===== src/common/urcf_pkg.sv =====
package urcf_pkg;

   ////////////////////////////////////////////////////////////////////////////
   localparam int CLK_HZ     = 100_000_000;
   localparam int BAUD_2400  = 2400;
   localparam int BAUD_4800  = 4800;
   localparam int BAUD_9600  = 9600;
   localparam int BAUD_19200 = 19200;
   localparam int TMR_W      = 16;

   // Bit periods rounded to the nearest clock
   localparam logic [15:0] BIT_CYC_2400  =
      16'((CLK_HZ + BAUD_2400 / 2) / BAUD_2400);
   localparam logic [15:0] BIT_CYC_4800  =
      16'((CLK_HZ + BAUD_4800 / 2) / BAUD_4800);
   localparam logic [15:0] BIT_CYC_9600  =
      16'((CLK_HZ + BAUD_9600 / 2) / BAUD_9600);
   localparam logic [15:0] BIT_CYC_19200 =
      16'((CLK_HZ + BAUD_19200 / 2) / BAUD_19200);

   ////////////////////////////////////////////////////////////////////////////
   // Receive buffer and flow control thresholds
   localparam int          BUF_DEPTH = 64;
   localparam int          BUF_AW    = 6;
   localparam int          FULL_PCT  = 85;
   localparam int          FREE_PCT  = 25;
   localparam logic [6:0]  LVL_FULL  = 7'(BUF_DEPTH);
   localparam logic [6:0]  LVL_HIGH  = 7'(BUF_DEPTH * FULL_PCT / 100);
   localparam logic [6:0]  LVL_LOW   = 7'((BUF_DEPTH * FREE_PCT + 99) / 100);

   ////////////////////////////////////////////////////////////////////////////
   // Setting switch positions
   localparam int SW_BAUD_A   = 0;
   localparam int SW_BAUD_B   = 1;
   localparam int SW_LEN7     = 2;
   localparam int SW_PAR_EN   = 3;
   localparam int SW_PAR_ODD  = 4;
   localparam int SW_STOP2    = 5;
   localparam int SW_DELIM_CR = 6;
   localparam int SW_HS_OFF   = 7;
   localparam logic [7:0] CFG_RESET = 8'h00;

   typedef enum logic [1:0] {
      URCF_B9600  = 2'b00,
      URCF_B4800  = 2'b01,
      URCF_B2400  = 2'b10,
      URCF_B19200 = 2'b11
   } urcf_baud_type;

   localparam logic [2:0] DATA_LAST_7 = 3'h6;
   localparam logic [2:0] DATA_LAST_8 = 3'h7;
   localparam logic [7:0] CHAR_CR     = 8'h0d;
   localparam logic [7:0] CHAR_LF     = 8'h0a;

   ////////////////////////////////////////////////////////////////////////////
   // Register map
   localparam logic [31:0] A_TXDATA  = 32'h0000_0000;
   localparam logic [31:0] A_RXDATA  = 32'h0000_0004;
   localparam logic [31:0] A_STATUS  = 32'h0000_0008;
   localparam logic [31:0] A_CONTROL = 32'h0000_000c;

   localparam int RXD_VALID_BIT = 8;
   localparam int RXD_DELIM_BIT = 9;
   localparam int ST_TX_FULL    = 0;
   localparam int ST_RX_AVAIL   = 1;
   localparam int ST_RTS        = 2;
   localparam int ST_CTS        = 3;
   localparam int ST_REMOTE     = 4;
   localparam int ST_PAR_ERR    = 5;
   localparam int ST_FRM_ERR    = 6;
   localparam int ST_OVR_ERR    = 7;
   localparam int ST_TEST_DONE  = 8;
   localparam int ST_TX_BUSY    = 9;
   localparam int ST_CFG_LSB    = 16;
   localparam int ST_LVL_LSB    = 24;
   localparam int CT_TEST_DONE  = 0;
   localparam int CT_LOCAL      = 1;
   localparam int CT_CLR_ERR    = 2;

   ////////////////////////////////////////////////////////////////////////////
   typedef enum logic [2:0] {
      TX_IDLE  = 3'b000,
      TX_START = 3'b001,
      TX_DATA  = 3'b010,
      TX_PAR   = 3'b011,
      TX_STOP  = 3'b100
   } urcf_tx_state_type;

   typedef enum logic [2:0] {
      RX_IDLE  = 3'b000,
      RX_START = 3'b001,
      RX_DATA  = 3'b010,
      RX_PAR   = 3'b011,
      RX_STOP  = 3'b100
   } urcf_rx_state_type;

endpackage


===== src/hw/urcf_bit_timer.sv =====
`timescale 1ns/1ns
`default_nettype none
module urcf_bit_timer (
   input  wire logic                       clk,
   input  wire logic                       rst_n,
   input  wire logic                       restart,
   input  wire logic [urcf_pkg::TMR_W-1:0] period,
   output logic                            half,
   output logic                            full
);

   logic [urcf_pkg::TMR_W-1:0] cnt;
   logic [urcf_pkg::TMR_W-1:0] next_cnt;

   // Free running; restart aligns the bit grid to a start edge
   always_comb begin
      full = !restart && (cnt == period - 16'h0001);
      half = !restart && (cnt == {1'b0, period[urcf_pkg::TMR_W-1:1]});
      if (restart || full) begin
         next_cnt = 16'h0000;
      end else begin
         next_cnt = cnt + 16'h0001;
      end
   end

   always_ff @(posedge clk) begin
      if (!rst_n) begin
         cnt <= 16'h0000;
      end else begin
         cnt <= next_cnt;
      end
   end

endmodule
`default_nettype wire


===== src/hw/urcf_top.sv =====
// Design decisions made here: the AHB-Lite interface to the registers and the placing of the registers.
`timescale 1ns/1ns
`default_nettype none
module urcf_top #(
   parameter logic [15:0] BIT_CYC_2400  = urcf_pkg::BIT_CYC_2400,
   parameter logic [15:0] BIT_CYC_4800  = urcf_pkg::BIT_CYC_4800,
   parameter logic [15:0] BIT_CYC_9600  = urcf_pkg::BIT_CYC_9600,
   parameter logic [15:0] BIT_CYC_19200 = urcf_pkg::BIT_CYC_19200
) (
   input  wire logic        CLK_SYS,
   input  wire logic        RST_N,
   input  wire logic        HSEL,
   input  wire logic [31:0] HADDR,
   input  wire logic [1:0]  HTRANS,
   input  wire logic        HWRITE,
   input  wire logic [2:0]  HSIZE,
   input  wire logic [31:0] HWDATA,
   input  wire logic        HREADY,
   output logic      [31:0] HRDATA,
   output logic             HREADYOUT,
   output logic             HRESP,
   input  wire logic [7:0]  CFG_SW,
   input  wire logic        RXD,
   output logic             TXD,
   output logic             RTS,
   input  wire logic        CTS,
   output logic             REMOTE
);

   ////////////////////////////////////////////////////////////////////////////
   // Configuration, caught once after reset release
   logic        cfg_taken;
   logic        next_cfg_taken;
   logic [7:0]  cfg;
   logic [7:0]  next_cfg;
   logic        len7;
   logic        par_en;
   logic        par_odd;
   logic        stop2;
   logic        hs_off;
   logic [2:0]  data_last;
   logic [15:0] bit_cyc;
   urcf_pkg::urcf_baud_type baud_sel;

   always_comb begin
      next_cfg_taken = 1'b1;
      next_cfg       = cfg_taken ? cfg : CFG_SW;
   end

   always_ff @(posedge CLK_SYS) begin
      if (!RST_N) begin
         cfg_taken <= 1'b0;
         cfg       <= urcf_pkg::CFG_RESET;
      end else begin
         cfg_taken <= next_cfg_taken;
         cfg       <= next_cfg;
      end
   end

   assign baud_sel  = urcf_pkg::urcf_baud_type'({cfg[urcf_pkg::SW_BAUD_A],
                                                 cfg[urcf_pkg::SW_BAUD_B]});
   assign len7      = cfg[urcf_pkg::SW_LEN7];
   assign par_en    = cfg[urcf_pkg::SW_PAR_EN];
   assign par_odd   = cfg[urcf_pkg::SW_PAR_ODD];
   assign stop2     = cfg[urcf_pkg::SW_STOP2];
   assign hs_off    = cfg[urcf_pkg::SW_HS_OFF];
   assign data_last = len7 ? urcf_pkg::DATA_LAST_7 : urcf_pkg::DATA_LAST_8;

   always_comb begin
      case (baud_sel)
         urcf_pkg::URCF_B4800:  bit_cyc = BIT_CYC_4800;
         urcf_pkg::URCF_B2400:  bit_cyc = BIT_CYC_2400;
         urcf_pkg::URCF_B19200: bit_cyc = BIT_CYC_19200;
         default:               bit_cyc = BIT_CYC_9600;
      endcase
   end

   ////////////////////////////////////////////////////////////////////////////
   // AHB-Lite slave, zero wait states, reads registered at the address phase
   logic        take;
   logic        dp_write;
   logic        next_dp_write;
   logic [31:0] dp_addr;
   logic [31:0] next_dp_addr;
   logic [31:0] rd_mux;
   logic [31:0] next_hrdata;
   logic        rd_pop;
   logic        wr_tx;
   logic        wr_ctl;

   assign take      = HSEL && HTRANS[1] && HREADY;
   assign HREADYOUT = 1'b1;
   assign HRESP     = 1'b0;
   assign wr_tx     = dp_write && (dp_addr == urcf_pkg::A_TXDATA);
   assign wr_ctl    = dp_write && (dp_addr == urcf_pkg::A_CONTROL);

   ////////////////////////////////////////////////////////////////////////////
   // Receive framer
   urcf_pkg::urcf_rx_state_type rx_state;
   urcf_pkg::urcf_rx_state_type next_rx_state;
   logic [7:0] rx_sr;
   logic [7:0] next_rx_sr;
   logic [2:0] rx_cnt;
   logic [2:0] next_rx_cnt;
   logic       rx_par;
   logic       next_rx_par;
   logic       rx_restart;
   logic       rx_half;
   logic       rx_done;
   logic       rx_stop_ok;
   logic [7:0] rx_byte;
   logic       rx_par_bad;
   logic       rx_good;

   urcf_bit_timer u_rx_timer (
      .clk     (CLK_SYS),
      .rst_n   (RST_N),
      .restart (rx_restart),
      .period  (bit_cyc),
      .half    (rx_half),
      .full    ()
   );

   always_comb begin
      next_rx_state = rx_state;
      next_rx_sr    = rx_sr;
      next_rx_cnt   = rx_cnt;
      next_rx_par   = rx_par;
      rx_restart    = 1'b0;
      rx_done       = 1'b0;
      rx_stop_ok    = 1'b0;
      case (rx_state)
         urcf_pkg::RX_IDLE: begin
            if (cfg_taken && !RXD) begin
               rx_restart    = 1'b1;
               next_rx_state = urcf_pkg::RX_START;
            end
         end
         urcf_pkg::RX_START: begin
            // A start bit gone high at mid-bit was only a glitch
            if (rx_half) begin
               next_rx_cnt   = 3'h0;
               next_rx_state = RXD ? urcf_pkg::RX_IDLE : urcf_pkg::RX_DATA;
            end
         end
         urcf_pkg::RX_DATA: begin
            if (rx_half) begin
               next_rx_sr  = {RXD, rx_sr[7:1]};
               next_rx_cnt = rx_cnt + 3'h1;
               if (rx_cnt == data_last) begin
                  next_rx_state = par_en ? urcf_pkg::RX_PAR
                                         : urcf_pkg::RX_STOP;
               end
            end
         end
         urcf_pkg::RX_PAR: begin
            if (rx_half) begin
               next_rx_par   = RXD;
               next_rx_state = urcf_pkg::RX_STOP;
            end
         end
         urcf_pkg::RX_STOP: begin
            // Only the first stop bit is checked, so 2-stop senders also fit
            if (rx_half) begin
               rx_done       = 1'b1;
               rx_stop_ok    = RXD;
               next_rx_state = urcf_pkg::RX_IDLE;
            end
         end
         default: next_rx_state = urcf_pkg::RX_IDLE;
      endcase
   end

   always_ff @(posedge CLK_SYS) begin
      if (!RST_N) begin
         rx_state <= urcf_pkg::RX_IDLE;
         rx_sr    <= 8'h00;
         rx_cnt   <= 3'h0;
         rx_par   <= 1'b0;
      end else begin
         rx_state <= next_rx_state;
         rx_sr    <= next_rx_sr;
         rx_cnt   <= next_rx_cnt;
         rx_par   <= next_rx_par;
      end
   end

   assign rx_byte    = len7 ? {1'b0, rx_sr[7:1]} : rx_sr;
   assign rx_par_bad = par_en && ((^rx_byte ^ rx_par) != par_odd);
   assign rx_good    = rx_done && rx_stop_ok && !rx_par_bad;

   ////////////////////////////////////////////////////////////////////////////
   // Receive buffer; bit 8 of each entry marks a CR delimiter
   logic [8:0]                 mem [urcf_pkg::BUF_DEPTH];
   logic [urcf_pkg::BUF_AW-1:0] wr_ptr;
   logic [urcf_pkg::BUF_AW-1:0] next_wr_ptr;
   logic [urcf_pkg::BUF_AW-1:0] rd_ptr;
   logic [urcf_pkg::BUF_AW-1:0] next_rd_ptr;
   logic [6:0] level;
   logic [6:0] next_level;
   logic       last_cr;
   logic       next_last_cr;
   logic       lf_drop;
   logic       push;
   logic       overrun;
   logic       test_done;
   logic       rx_avail;

   assign lf_drop  = last_cr && (rx_byte == urcf_pkg::CHAR_LF);
   assign push     = rx_good && !lf_drop && (level != urcf_pkg::LVL_FULL);
   assign overrun  = rx_good && !lf_drop && (level == urcf_pkg::LVL_FULL);
   // Held bytes stay buffered and unseen until self test is over
   assign rx_avail = test_done && (level != 7'h00);
   assign rd_pop   = take && !HWRITE && (HADDR == urcf_pkg::A_RXDATA) &&
                     rx_avail;

   always_comb begin
      next_wr_ptr  = push ? wr_ptr + 6'h01 : wr_ptr;
      next_rd_ptr  = rd_pop ? rd_ptr + 6'h01 : rd_ptr;
      next_last_cr = rx_good ? (rx_byte == urcf_pkg::CHAR_CR) : last_cr;
      case ({push, rd_pop})
         2'b10:   next_level = level + 7'h01;
         2'b01:   next_level = level - 7'h01;
         default: next_level = level;
      endcase
   end

   always_ff @(posedge CLK_SYS) begin
      if (!RST_N) begin
         wr_ptr  <= 6'h00;
         rd_ptr  <= 6'h00;
         level   <= 7'h00;
         last_cr <= 1'b0;
      end else begin
         wr_ptr  <= next_wr_ptr;
         rd_ptr  <= next_rd_ptr;
         level   <= next_level;
         last_cr <= next_last_cr;
      end
   end

   always_ff @(posedge CLK_SYS) begin
      if (push) begin
         mem[wr_ptr] <= {rx_byte == urcf_pkg::CHAR_CR, rx_byte};
      end
   end

   ////////////////////////////////////////////////////////////////////////////
   // Transmit path: one holding byte in front of the shifter
   urcf_pkg::urcf_tx_state_type tx_state;
   urcf_pkg::urcf_tx_state_type next_tx_state;
   logic [7:0] tx_hold;
   logic [7:0] next_tx_hold;
   logic       tx_full;
   logic       next_tx_full;
   logic [7:0] tx_sr;
   logic [7:0] next_tx_sr;
   logic [2:0] tx_cnt;
   logic [2:0] next_tx_cnt;
   logic       tx_par;
   logic       next_tx_par;
   logic       tx_stop_n;
   logic       next_tx_stop_n;
   logic       txd_q;
   logic       next_txd;
   logic       tx_go;
   logic       tx_full_tick;
   logic [7:0] tx_load;

   urcf_bit_timer u_tx_timer (
      .clk     (CLK_SYS),
      .rst_n   (RST_N),
      .restart (tx_go),
      .period  (bit_cyc),
      .half    (),
      .full    (tx_full_tick)
   );

   // A character in flight always completes; CTS only gates the next start
   assign tx_go   = (tx_state == urcf_pkg::TX_IDLE) && tx_full && cfg_taken &&
                    (CTS || hs_off);
   assign tx_load = len7 ? {1'b0, tx_hold[6:0]} : tx_hold;
   assign TXD     = txd_q;

   always_comb begin
      next_tx_state  = tx_state;
      next_tx_hold   = tx_hold;
      next_tx_full   = tx_full;
      next_tx_sr     = tx_sr;
      next_tx_cnt    = tx_cnt;
      next_tx_par    = tx_par;
      next_tx_stop_n = tx_stop_n;
      next_txd       = txd_q;
      if (wr_tx && !tx_full) begin
         next_tx_hold = HWDATA[7:0];
         next_tx_full = 1'b1;
      end
      case (tx_state)
         urcf_pkg::TX_IDLE: begin
            next_txd = 1'b1;
            if (tx_go) begin
               next_tx_sr    = tx_load;
               next_tx_par   = ^tx_load ^ par_odd;
               next_tx_full  = 1'b0;
               next_txd      = 1'b0;
               next_tx_state = urcf_pkg::TX_START;
            end
         end
         urcf_pkg::TX_START: begin
            if (tx_full_tick) begin
               next_txd      = tx_sr[0];
               next_tx_sr    = {1'b0, tx_sr[7:1]};
               next_tx_cnt   = 3'h0;
               next_tx_state = urcf_pkg::TX_DATA;
            end
         end
         urcf_pkg::TX_DATA: begin
            if (tx_full_tick) begin
               if (tx_cnt == data_last) begin
                  next_txd       = par_en ? tx_par : 1'b1;
                  next_tx_stop_n = 1'b0;
                  next_tx_state  = par_en ? urcf_pkg::TX_PAR
                                          : urcf_pkg::TX_STOP;
               end else begin
                  next_txd    = tx_sr[0];
                  next_tx_sr  = {1'b0, tx_sr[7:1]};
                  next_tx_cnt = tx_cnt + 3'h1;
               end
            end
         end
         urcf_pkg::TX_PAR: begin
            if (tx_full_tick) begin
               next_txd      = 1'b1;
               next_tx_state = urcf_pkg::TX_STOP;
            end
         end
         urcf_pkg::TX_STOP: begin
            if (tx_full_tick) begin
               if (stop2 && !tx_stop_n) begin
                  next_tx_stop_n = 1'b1;
               end else begin
                  next_tx_state = urcf_pkg::TX_IDLE;
               end
            end
         end
         default: next_tx_state = urcf_pkg::TX_IDLE;
      endcase
   end

   always_ff @(posedge CLK_SYS) begin
      if (!RST_N) begin
         tx_state  <= urcf_pkg::TX_IDLE;
         tx_hold   <= 8'h00;
         tx_full   <= 1'b0;
         tx_sr     <= 8'h00;
         tx_cnt    <= 3'h0;
         tx_par    <= 1'b0;
         tx_stop_n <= 1'b0;
         txd_q     <= 1'b1;
      end else begin
         tx_state  <= next_tx_state;
         tx_hold   <= next_tx_hold;
         tx_full   <= next_tx_full;
         tx_sr     <= next_tx_sr;
         tx_cnt    <= next_tx_cnt;
         tx_par    <= next_tx_par;
         tx_stop_n <= next_tx_stop_n;
         txd_q     <= next_txd;
      end
   end

   ////////////////////////////////////////////////////////////////////////////
   // Flow control and sticky state; an event beats a same-cycle clear
   logic rts_q;
   logic next_rts;
   logic remote;
   logic next_remote;
   logic par_err;
   logic next_par_err;
   logic frm_err;
   logic next_frm_err;
   logic ovr_err;
   logic next_ovr_err;
   logic next_test_done;
   logic clr_err;

   assign clr_err = wr_ctl && HWDATA[urcf_pkg::CT_CLR_ERR];
   assign RTS     = rts_q;
   assign REMOTE  = remote;

   always_comb begin
      // Hysteresis between the two levels keeps RTS from chattering
      if (hs_off) begin
         next_rts = 1'b1;
      end else if (level > urcf_pkg::LVL_HIGH) begin
         next_rts = 1'b0;
      end else if (level < urcf_pkg::LVL_LOW) begin
         next_rts = 1'b1;
      end else begin
         next_rts = rts_q;
      end
      next_remote    = (remote && !(wr_ctl && HWDATA[urcf_pkg::CT_LOCAL])) ||
                       rx_done || tx_go;
      next_par_err   = (par_err && !clr_err) || (rx_done && rx_par_bad);
      next_frm_err   = (frm_err && !clr_err) || (rx_done && !rx_stop_ok);
      next_ovr_err   = (ovr_err && !clr_err) || overrun;
      next_test_done = test_done ||
                       (wr_ctl && HWDATA[urcf_pkg::CT_TEST_DONE]);
   end

   always_ff @(posedge CLK_SYS) begin
      if (!RST_N) begin
         rts_q     <= 1'b1;
         remote    <= 1'b0;
         par_err   <= 1'b0;
         frm_err   <= 1'b0;
         ovr_err   <= 1'b0;
         test_done <= 1'b0;
      end else begin
         rts_q     <= next_rts;
         remote    <= next_remote;
         par_err   <= next_par_err;
         frm_err   <= next_frm_err;
         ovr_err   <= next_ovr_err;
         test_done <= next_test_done;
      end
   end

   ////////////////////////////////////////////////////////////////////////////
   // Read mux and bus phase registers
   always_comb begin
      rd_mux = 32'h0000_0000;
      case (HADDR)
         urcf_pkg::A_RXDATA: begin
            rd_mux[urcf_pkg::RXD_VALID_BIT] = rx_avail;
            rd_mux[urcf_pkg::RXD_DELIM_BIT] = rx_avail && mem[rd_ptr][8];
            rd_mux[7:0] = rx_avail ? mem[rd_ptr][7:0] : 8'h00;
         end
         urcf_pkg::A_STATUS: begin
            rd_mux[urcf_pkg::ST_TX_FULL]   = tx_full;
            rd_mux[urcf_pkg::ST_RX_AVAIL]  = rx_avail;
            rd_mux[urcf_pkg::ST_RTS]       = rts_q;
            rd_mux[urcf_pkg::ST_CTS]       = CTS;
            rd_mux[urcf_pkg::ST_REMOTE]    = remote;
            rd_mux[urcf_pkg::ST_PAR_ERR]   = par_err;
            rd_mux[urcf_pkg::ST_FRM_ERR]   = frm_err;
            rd_mux[urcf_pkg::ST_OVR_ERR]   = ovr_err;
            rd_mux[urcf_pkg::ST_TEST_DONE] = test_done;
            rd_mux[urcf_pkg::ST_TX_BUSY]   = tx_state != urcf_pkg::TX_IDLE;
            rd_mux[urcf_pkg::ST_CFG_LSB +: 8] = cfg;
            rd_mux[urcf_pkg::ST_LVL_LSB +: 7] = level;
         end
         urcf_pkg::A_CONTROL: rd_mux[urcf_pkg::CT_TEST_DONE] = test_done;
         default:             rd_mux = 32'h0000_0000;
      endcase
      next_dp_write = take && HWRITE;
      next_dp_addr  = take ? HADDR : dp_addr;
      next_hrdata   = (take && !HWRITE) ? rd_mux : HRDATA;
   end

   always_ff @(posedge CLK_SYS) begin
      if (!RST_N) begin
         dp_write <= 1'b0;
         dp_addr  <= 32'h0000_0000;
         HRDATA   <= 32'h0000_0000;
      end else begin
         dp_write <= next_dp_write;
         dp_addr  <= next_dp_addr;
         HRDATA   <= next_hrdata;
      end
   end

endmodule
`default_nettype wire


===== config.mk =====
export PLATFORM = sky130hd
export DESIGN_NAME = urcf_top
export DESIGN_NICKNAME = d
export VERILOG_FILES = /design/src/common/urcf_pkg.sv /design/src/hw/urcf_bit_timer.sv /design/src/hw/urcf_top.sv
export SDC_FILE = /design/constraint.sdc
export NUM_CORES = 1
export LEC_CHECK = 0
export ABC_AREA = 1
export BUFFER_PORTS_ARGS = -buffer_cell sky130_fd_sc_hd__buf_2
export CAP_MARGIN = 20
export CORE_MARGIN = 1
export CORE_UTILIZATION = 38
export DETAILED_ROUTE_END_ITERATION = 12
export PLACE_DENSITY = 0.63
export SLEW_MARGIN = 20
export SYNTH_ARGS = -nofsm -noshare
export SYNTH_HDL_FRONTEND = slang
export SYNTH_SLANG_ARGS = --single-unit

===== constraint.sdc =====
create_clock -name CLK_SYS -period 7 [get_ports CLK_SYS]
set_input_delay 1.4 -clock CLK_SYS [delete_from_list [all_inputs] [get_ports CLK_SYS]]
set_output_delay 1.4 -clock CLK_SYS [all_outputs]
set_load 0.02 [all_outputs]

==> results by group, run 1 <==
Outcome
  • Status: finished, final reports clean

Clock tree
  • Clock Latency Late Sink: 0.62 ns
  • Gates resized, CTS repair: 0
  • Clock Pin Slew Worst Setup and Hold Paths: 0.06 ns
  • CTS tree: built
  • Post-CTS setup repair buffer count: 0
  • H-tree depth: 3
  • TritonCTS sink count: 748
  • Post-CTS Hold Fix Bufs: 0
  • Clock Tree Root: clkbuf_16
  • Max clock buf depth: 3
  • CTS Buf Count: 77

Synthesis
  • Register area share after synthesis: 0.645
  • Synth warnings: 0
  • Synthesized area: 32100 um2
  • Synth Instances: 3198
  • Yosys cell types: 50
  • Synthesized flop and latch total: 748
  • Syn_area_per_cell: 10.1 um2

STA
  • Final worst setup slack: 2.54 ns
  • Final Critical Period: 4.46 ns
  • Setup TNS: 0 ns
  • Skew final: 0.0172 ns
  • Worst relative slew slack: 0.324
  • # setup viols final: 0
  • RSZ-0062 raised after global routing: false
  • Max-slew violations: 0
  • Max Clk Rate: 224 MHz
  • Hold Slack: 0.445 ns
  • Period utilization: 0.637
  • Final Hold Viols: 0
  • Slew @ Worst Pin: 1.01 ns

Setup path
  • CP endpoint kind: register
  • Crit path arrival time: 4.94 ns
  • FF-to-FF End: level[6]
  • CP startpoint kind: register
  • R2R cell count: 20
  • Reg2Reg Setup Slack: 2.54 ns
  • Worst setup path class: register to register
  • Worst reg2reg path startpoint: cfg[1]
  • Crit Path Max Fanout: 13
  • WP data required: 7.48 ns

Global routing
  • Largest net degree at the start of global routing: 178
  • Overflow after GRT: 0
  • Initial antenna violation count: 0
  • Vias in the first global route: 21591
  • Global Route Usage Sum: 0.184
  • First-pass GRT wire length: 124000 um

Place
  • IO Port Bufs: 83
  • DP Area: 33500 um2
  • Routability cong.: 0.877
  • Post-place setup slack: 1.92 ns
  • Hpwl dp: 47200 um
  • Dpl cells: 4271

Min path
  • Hold crit path type: register to register
  • Min-Delay Endpoint: dp_addr[23]
  • Hold path cells: 2
  • HP Start: dp_addr[23]

Detailed routing
  • Drt pass-1 iters: 7
  • Vias per inst: 5.18
  • Routed via count: 22855
  • DRC Markers: 0
  • Post-DRT Antenna Nets: 0
  • DR WL/cell: 18.1 um
  • Routed wire length: 79700 um
  • Iter 0 DRT Violations: 2196

Die
  • Die Y: 293 um
  • Row count: 106
  • Die ar.: 85800 um2
  • IO Count: 121
  • Die width: 293 um
  • Core Region: 83700 um2
  • Initial core utilization: 0.384

Finish
  • Fraction of layout cells with a size suffix above 1: 0.0822
  • Multi-input gate area: 9880 um2
  • Register area: 20700 um2
  • Area added between synthesis and finish: 11.9%
  • Fillers: 7906
  • Cell area after layout: 36000 um2
  • Antenna cell count: 0
  • Nets: 3323
  • Layout Cells excl Fill: 4408

Pwr
  • Leakage: 13.4 nW
  • Worst VDD drop: 0.157 mV
  • Cell Pwr Density: 260 nW/um2

Job
  • Max-cap viol count: 0
==> cell families after synthesis <==
logic type	synth area share
flip-flops	0.645
other	0.000234
AND/OR/NAND/NOR	0.175
XOR/XNOR	0.0130
buffers and inverters	0.0492
AO/OA/AOI/OAI	0.109
adder cells (fa/ha/maj)	0.00895
==> cell usage in the layout, fill, tap and decap left out, types with 23 or more instances in the layout <==
cell type and count:
buf_4 27, nand2_1 585, nand3_1 199, clkbuf_16 83, a21oi_1 168, nand4_1 36
edfxtp_1 576, o21ai_0 361, inv_1 195, dfxtp_1 169, nor2_1 418, o22ai_1 108
ha_1 23, nor3_1 37, xor2_1 31, buf_2 83
==> power by group <==
part | internal, mW | total (mW) | switching [mW]
logic | 0.137 | 0.488 | 0.351
registers | 4.81 | 4.85 | 0.0414
clock network | 2.33 | 4.00 | 1.67
total | 7.28 | 9.34 | 2.06
==> Yosys cell counts (all sizes together) <==
cell / count / area, um2
nor3: 37 / 185
inv: 211 / 792
nor4: 10 / 62.6
buf: 68 / 358
a221oi: 2 / 17.5
nor4b: 1 / 8.76
a31oi: 1 / 6.26
and2: 1 / 8.76
a211oi: 1 / 7.51
o211ai: 2 / 15.0
o211a: 1 / 10.0
conb: 2 / 7.51
edfxtp: 576 / 17300
xor2: 32 / 288
a22oi: 2 / 15.0
nor3b: 10 / 75.1
o21a: 2 / 15.0
nand3: 208 / 1130
nor2: 426 / 1650
a21oi: 169 / 850
nand2: 588 / 2220
nand4: 37 / 238
o21ai: 371 / 1860
o311ai: 1 / 8.76
o2111ai: 3 / 26.3
dfxtp: 172 / 3440
o22ai: 108 / 676
and3: 1 / 6.26
clkinv: 4 / 15.0
clkbuf: 111 / 417
xnor2: 14 / 130
or2: 2 / 12.5
or3: 1 / 6.26
ha: 23 / 288
==> metal layers <==
metal / vias to the layer above / global-route usage / routed length (um)
met5: - / 0 / 0
met4: 0 / 0.0538 / 2050
met3: 129 / 0.0303 / 5530
met2: 746 / 0.290 / 36300
met1: 10879 / 0.260 / 35800
li1: 11101 / - / -
==> cell type report <==
type / instances / area share
timing repair buffer: 111 / 0.0177
tap: 1134 / 0.0395
sequential: 748 / 0.577
inverter: 215 / 0.0227
multi-input combinational: 2063 / 0.275
clock inverter: 29 / 0.00532
clock buffer: 108 / 0.0631
==> critical path, stage by stage, from the launching register on <==
cell,delay [ns]
dfxtp_1,0.76
inv_2,0.25
ha_1,0.38
xor2_1,0.34
nand3_1,0.14
nor2_2,0.16
nand4_2,0.21
nor2_4,0.20
nand3_4,0.21
ha_1,0.38
xor2_1,0.20
ha_1,0.20
a21oi_1,0.20
inv_1,0.06
nand3_1,0.08
nand3_1,0.10
nand2_1,0.08
o21ai_0,0.09
xor2_1,0.15
nand2_1,0.06
a21oi_1,0.06
==> how the worst max path moves through the flow <==
| stage | cells after the start | slack [ns] | from | end |
|---|---|---|---|---|
| 2_1_floorplan | 25 | 0.57 | cfg[2] | level[6] |
| 3_3_place_gp | 21 | 1.96 | HREADY | level[6] |
| 3_5_place_dp | 21 | 1.92 | HREADY | level[6] |
| 4_1_cts | 21 | 2.55 | HREADY | level[6] |
| 5_1_grt | 21 | 2.06 | HREADY | level[6] |
| 6_report | 20 | 2.54 | cfg[1] | level[6] |
==> state kept, by name (all words and copies together) (netlist names), 7 cells and up, named ones only <==
name	count
HRDATA	25
dp_addr	32
rx_sr	8
mem	576
u_tx_timer.cnt	16
cfg	8
tx_sr	8
u_rx_timer.cnt	16
level	7
tx_hold	8
==> stage by stage <==
stage / power, mW / util
floorplan: 5.28 / -
global placement: 5.42 / 0.400
detailed placement: 5.43 / 0.400
CTS: 9.39 / 0.430
global route: 9.64 / 0.430
finish: 9.34 / 0.430
Note: power is estimated with default switching activity, not from simulation.
==> run 2, diff against run 1 <==
Clock period 7 ns to 4.64 ns, I/O delays scaled along.
==> run 2 against run 1 <==
- flip-flop and latch count unchanged
- global-route usage decreased by 0.091 points
- cell area increased by 1.6%
- first-iteration DRC count decreased by 4.5%
- maximum frequency increased by 11%
- critical path type unchanged
==> results by group, run 2 (synthesis gave the netlist of run 1 again) <==
Setup path
  • Worst reg2reg path startpoint: cfg[2] (was cfg[1])
  • FF-to-FF End: level[6] (unchanged)
  • Reg2Reg Setup Slack: 0.62 ns (was 2.54 ns)
  • Worst Path Buf+Inv: 1 (was 2)
  • CP top delay family: simple AND/OR/NAND/NOR gates (unchanged)
  • Critical Path Max Stage Delay: 0.71 ns (was 0.76 ns)
  • CP endpoint kind: register (unchanged)
  • WP data required: 5.14 ns (was 7.48 ns)
  • Crit path arrival time: 4.51 ns (was 4.94 ns)
  • CP startpoint kind: register (unchanged)
  • Worst setup path class: register to register (unchanged)
  • R2R cell count: 22 (was 20)
  • Slowest cell on crit path: dfxtp_1 (unchanged)
  • Worst path most repeated cell: nand2_1
  • Critical path cell sequence: o21ai_0 > ha_1 > xnor2_1 > nand2_1 > nand2_1 > nand2_1 > nand3_1 > nand2_1 > nor2_4 > nand3_4 > ha_1 > xor2_1 > ha_1 > a21oi_1 > inv_1 > nand3_1 > nand3_1 > nand2_1 > o21ai_0 > xor2_1 > nand2_1 > a21oi_1 (was inv_2 > ha_1 > xor2_1 > nand3_1 > nor2_2 > nand4_2 > nor2_4 > nand3_4 > ha_1 > xor2_1 > ha_1 > a21oi_1 > inv_1 > nand3_1 > nand3_1 > nand2_1 > o21ai_0 > xor2_1 > nand2_1 > a21oi_1)
  • Crit Path Max Fanout: 15 (was 13)

Finish
  • Area added between synthesis and finish: 13.7% (was 11.9%)
  • Fillers: 7880 (was 7906)
  • Commonest non-fill, non-tap cell in the layout: nand2_1 (unchanged)
  • Most frequent cells in the layout: 585 x nand2_1, 576 x edfxtp_1, 418 x nor2_1, 361 x o21ai_0, 199 x nand3_1 (unchanged)
  • Nets: 3400 (was 3323)
  • Max FFs per register: 576 (unchanged)
  • Fraction of layout cells with a size suffix above 1: 0.103 (was 0.0822)
  • Top Registers: mem x576, dp_addr x32, HRDATA x25 (unchanged)
  • Cell area after layout: 36600 um2 (was 36000 um2)
  • Largest Register: mem (unchanged)

STA
  • Final Hold Viols: 0 (unchanged)
  • Final Critical Period: 4.02 ns (was 4.46 ns)
  • Slew @ Worst Pin: 0.995 ns (was 1.01 ns)
  • # setup viols final: 0 (unchanged)
  • Period utilization: 0.866 (was 0.637)
  • Max Clk Rate: 249 MHz (was 224 MHz)
  • RSZ-0062 raised after global routing: false (unchanged)
  • Setup TNS: 0 ns (unchanged)
  • Max-slew violations: 0 (unchanged)
  • Skew final: 0.0297 ns (was 0.0172 ns)
  • Worst relative slew slack: 0.337 (was 0.324)

Detailed routing
  • DR WL/cell: 17.8 um (was 18.1 um)
  • Routed wire length: 80000 um (was 79700 um)
  • Routed via count: 23172 (was 22855)
  • Vias per inst: 5.16 (was 5.18)
  • Drt pass-1 iters: 5 (was 7)
  • Iter 0 DRT Violations: 2097 (was 2196)
  • Post-DRT Antenna Nets: 0 (unchanged)
  • DRC Markers: 0 (unchanged)

Place
  • Routability cong.: 0.879 (was 0.877)
  • DP Area: 34100 um2 (was 33500 um2)
  • Hpwl dp: 47500 um (was 47200 um)
  • IO Port Bufs: 83 (unchanged)

Die
  • Die Y: 293 um (unchanged)
  • Die width: 293 um (unchanged)
  • Initial core utilization: 0.384 (unchanged)
  • IO Count: 121 (unchanged)
  • Core Region: 83700 um2 (unchanged)
  • Die ar.: 85800 um2 (unchanged)
  • Row count: 106 (unchanged)

Global routing
  • Overflow after GRT: 0 (unchanged)
  • Largest net degree at the start of global routing: 125 (was 178)
  • Global Route Usage Sum: 0.183 (was 0.184)
  • Initial antenna violation count: 0 (unchanged)
  • First-pass GRT wire length: 123000 um (was 124000 um)
  • Vias in the first global route: 21432 (was 21591)

Clock tree
  • CTS Buf Count: 79 (was 77)
  • Post-CTS Hold Fix Bufs: 0 (unchanged)
  • Clock Latency Late Sink: 0.64 ns (was 0.62 ns)
  • Clock Pin Slew Worst Setup and Hold Paths: 0.06 ns (about the same)
  • CTS tree: built (unchanged)
  • H-tree depth: 3 (unchanged)
  • Clock Tree Root: clkbuf_16 (unchanged)
  • Max clock buf depth: 3 (unchanged)
  • Post-CTS setup repair buffer count: 0 (unchanged)
  • Gates resized, CTS repair: 0 (unchanged)
  • TritonCTS sink count: 748 (unchanged)

Min path
  • Min-Delay Endpoint: dp_addr[8] (was dp_addr[23])
  • HP Start: dp_addr[8] (was dp_addr[23])
  • Hold crit path type: register to register (unchanged)
  • Hold path cells: 2 (unchanged)

Pwr
  • Worst VDD drop: 0.261 mV (was 0.157 mV)
  • Cell Pwr Density: 383 nW/um2 (was 260 nW/um2)
  • Leakage: 13.9 nW (was 13.4 nW)

Job
  • Max-cap viol count: 0 (unchanged)

Outcome
  • Status: finished, final reports clean (unchanged)
-- run 2: stage by stage --
step	setup slack (ns)	utilization	cells	hold slack [ns]	total power, mW
2_1_floorplan	0.0162	-	3205	0.423	7.97
3_3_place_gp	0.716	0.408	4346	0.434	8.17
3_5_place_dp	0.665	0.408	4346	0.441	8.18
4_1_cts	0.644	0.437	4491	0.449	14.1
5_1_grt	0.178	0.437	4491	0.468	14.5
6_report	0.623	0.437	4492	0.444	14.0
-- run 2: power by group --
group	switching, mW	total (mW)	internal, mW
logic	0.525	0.734	0.209
registers	0.0596	7.31	7.25
clock network	2.59	5.97	3.38
total	3.18	14.0	10.8
-- run 2: area by class of cell --
type	instances	area [um2]	share of cell area
clock buffers	110	2190	0.0600
inverters	215	817	0.0224
clock inverters	35	248	0.00678
multi-input cells	2063	9880	0.270
flip-flops and latches	748	20700	0.568
repair buffers	186	1240	0.0339
well taps	1134	1420	0.0388
diodes	1	2.50	0.0000685
-- run 2: layer usage --
metal / wire (um) / track usage / vias up
met4: 1750 / 0.0503 / 0
met5: 0 / 0 / -
met3: 5190 / 0.0244 / 115
met1: 36100 / 0.261 / 11031
met2: 36900 / 0.292 / 763
li1: - / - / 11263
-- run 2: worst max-delay path by stage --
stage,startpoint,to,depth (start not counted)
after floorplan,cfg[2],level[6],25
after global placement,cfg[2],level[6],22
after detailed placement,cfg[2],level[6],22
after CTS,cfg[2],level[6],22
after global routing,cfg[2],level[6],24
final,cfg[2],level[6],22
-- run 2: tightest hold or removal path, stage by stage (launching register included) --
cell     delay (ns)
dfxtp_1        0.30
inv_1          0.04
a21oi_1        0.05
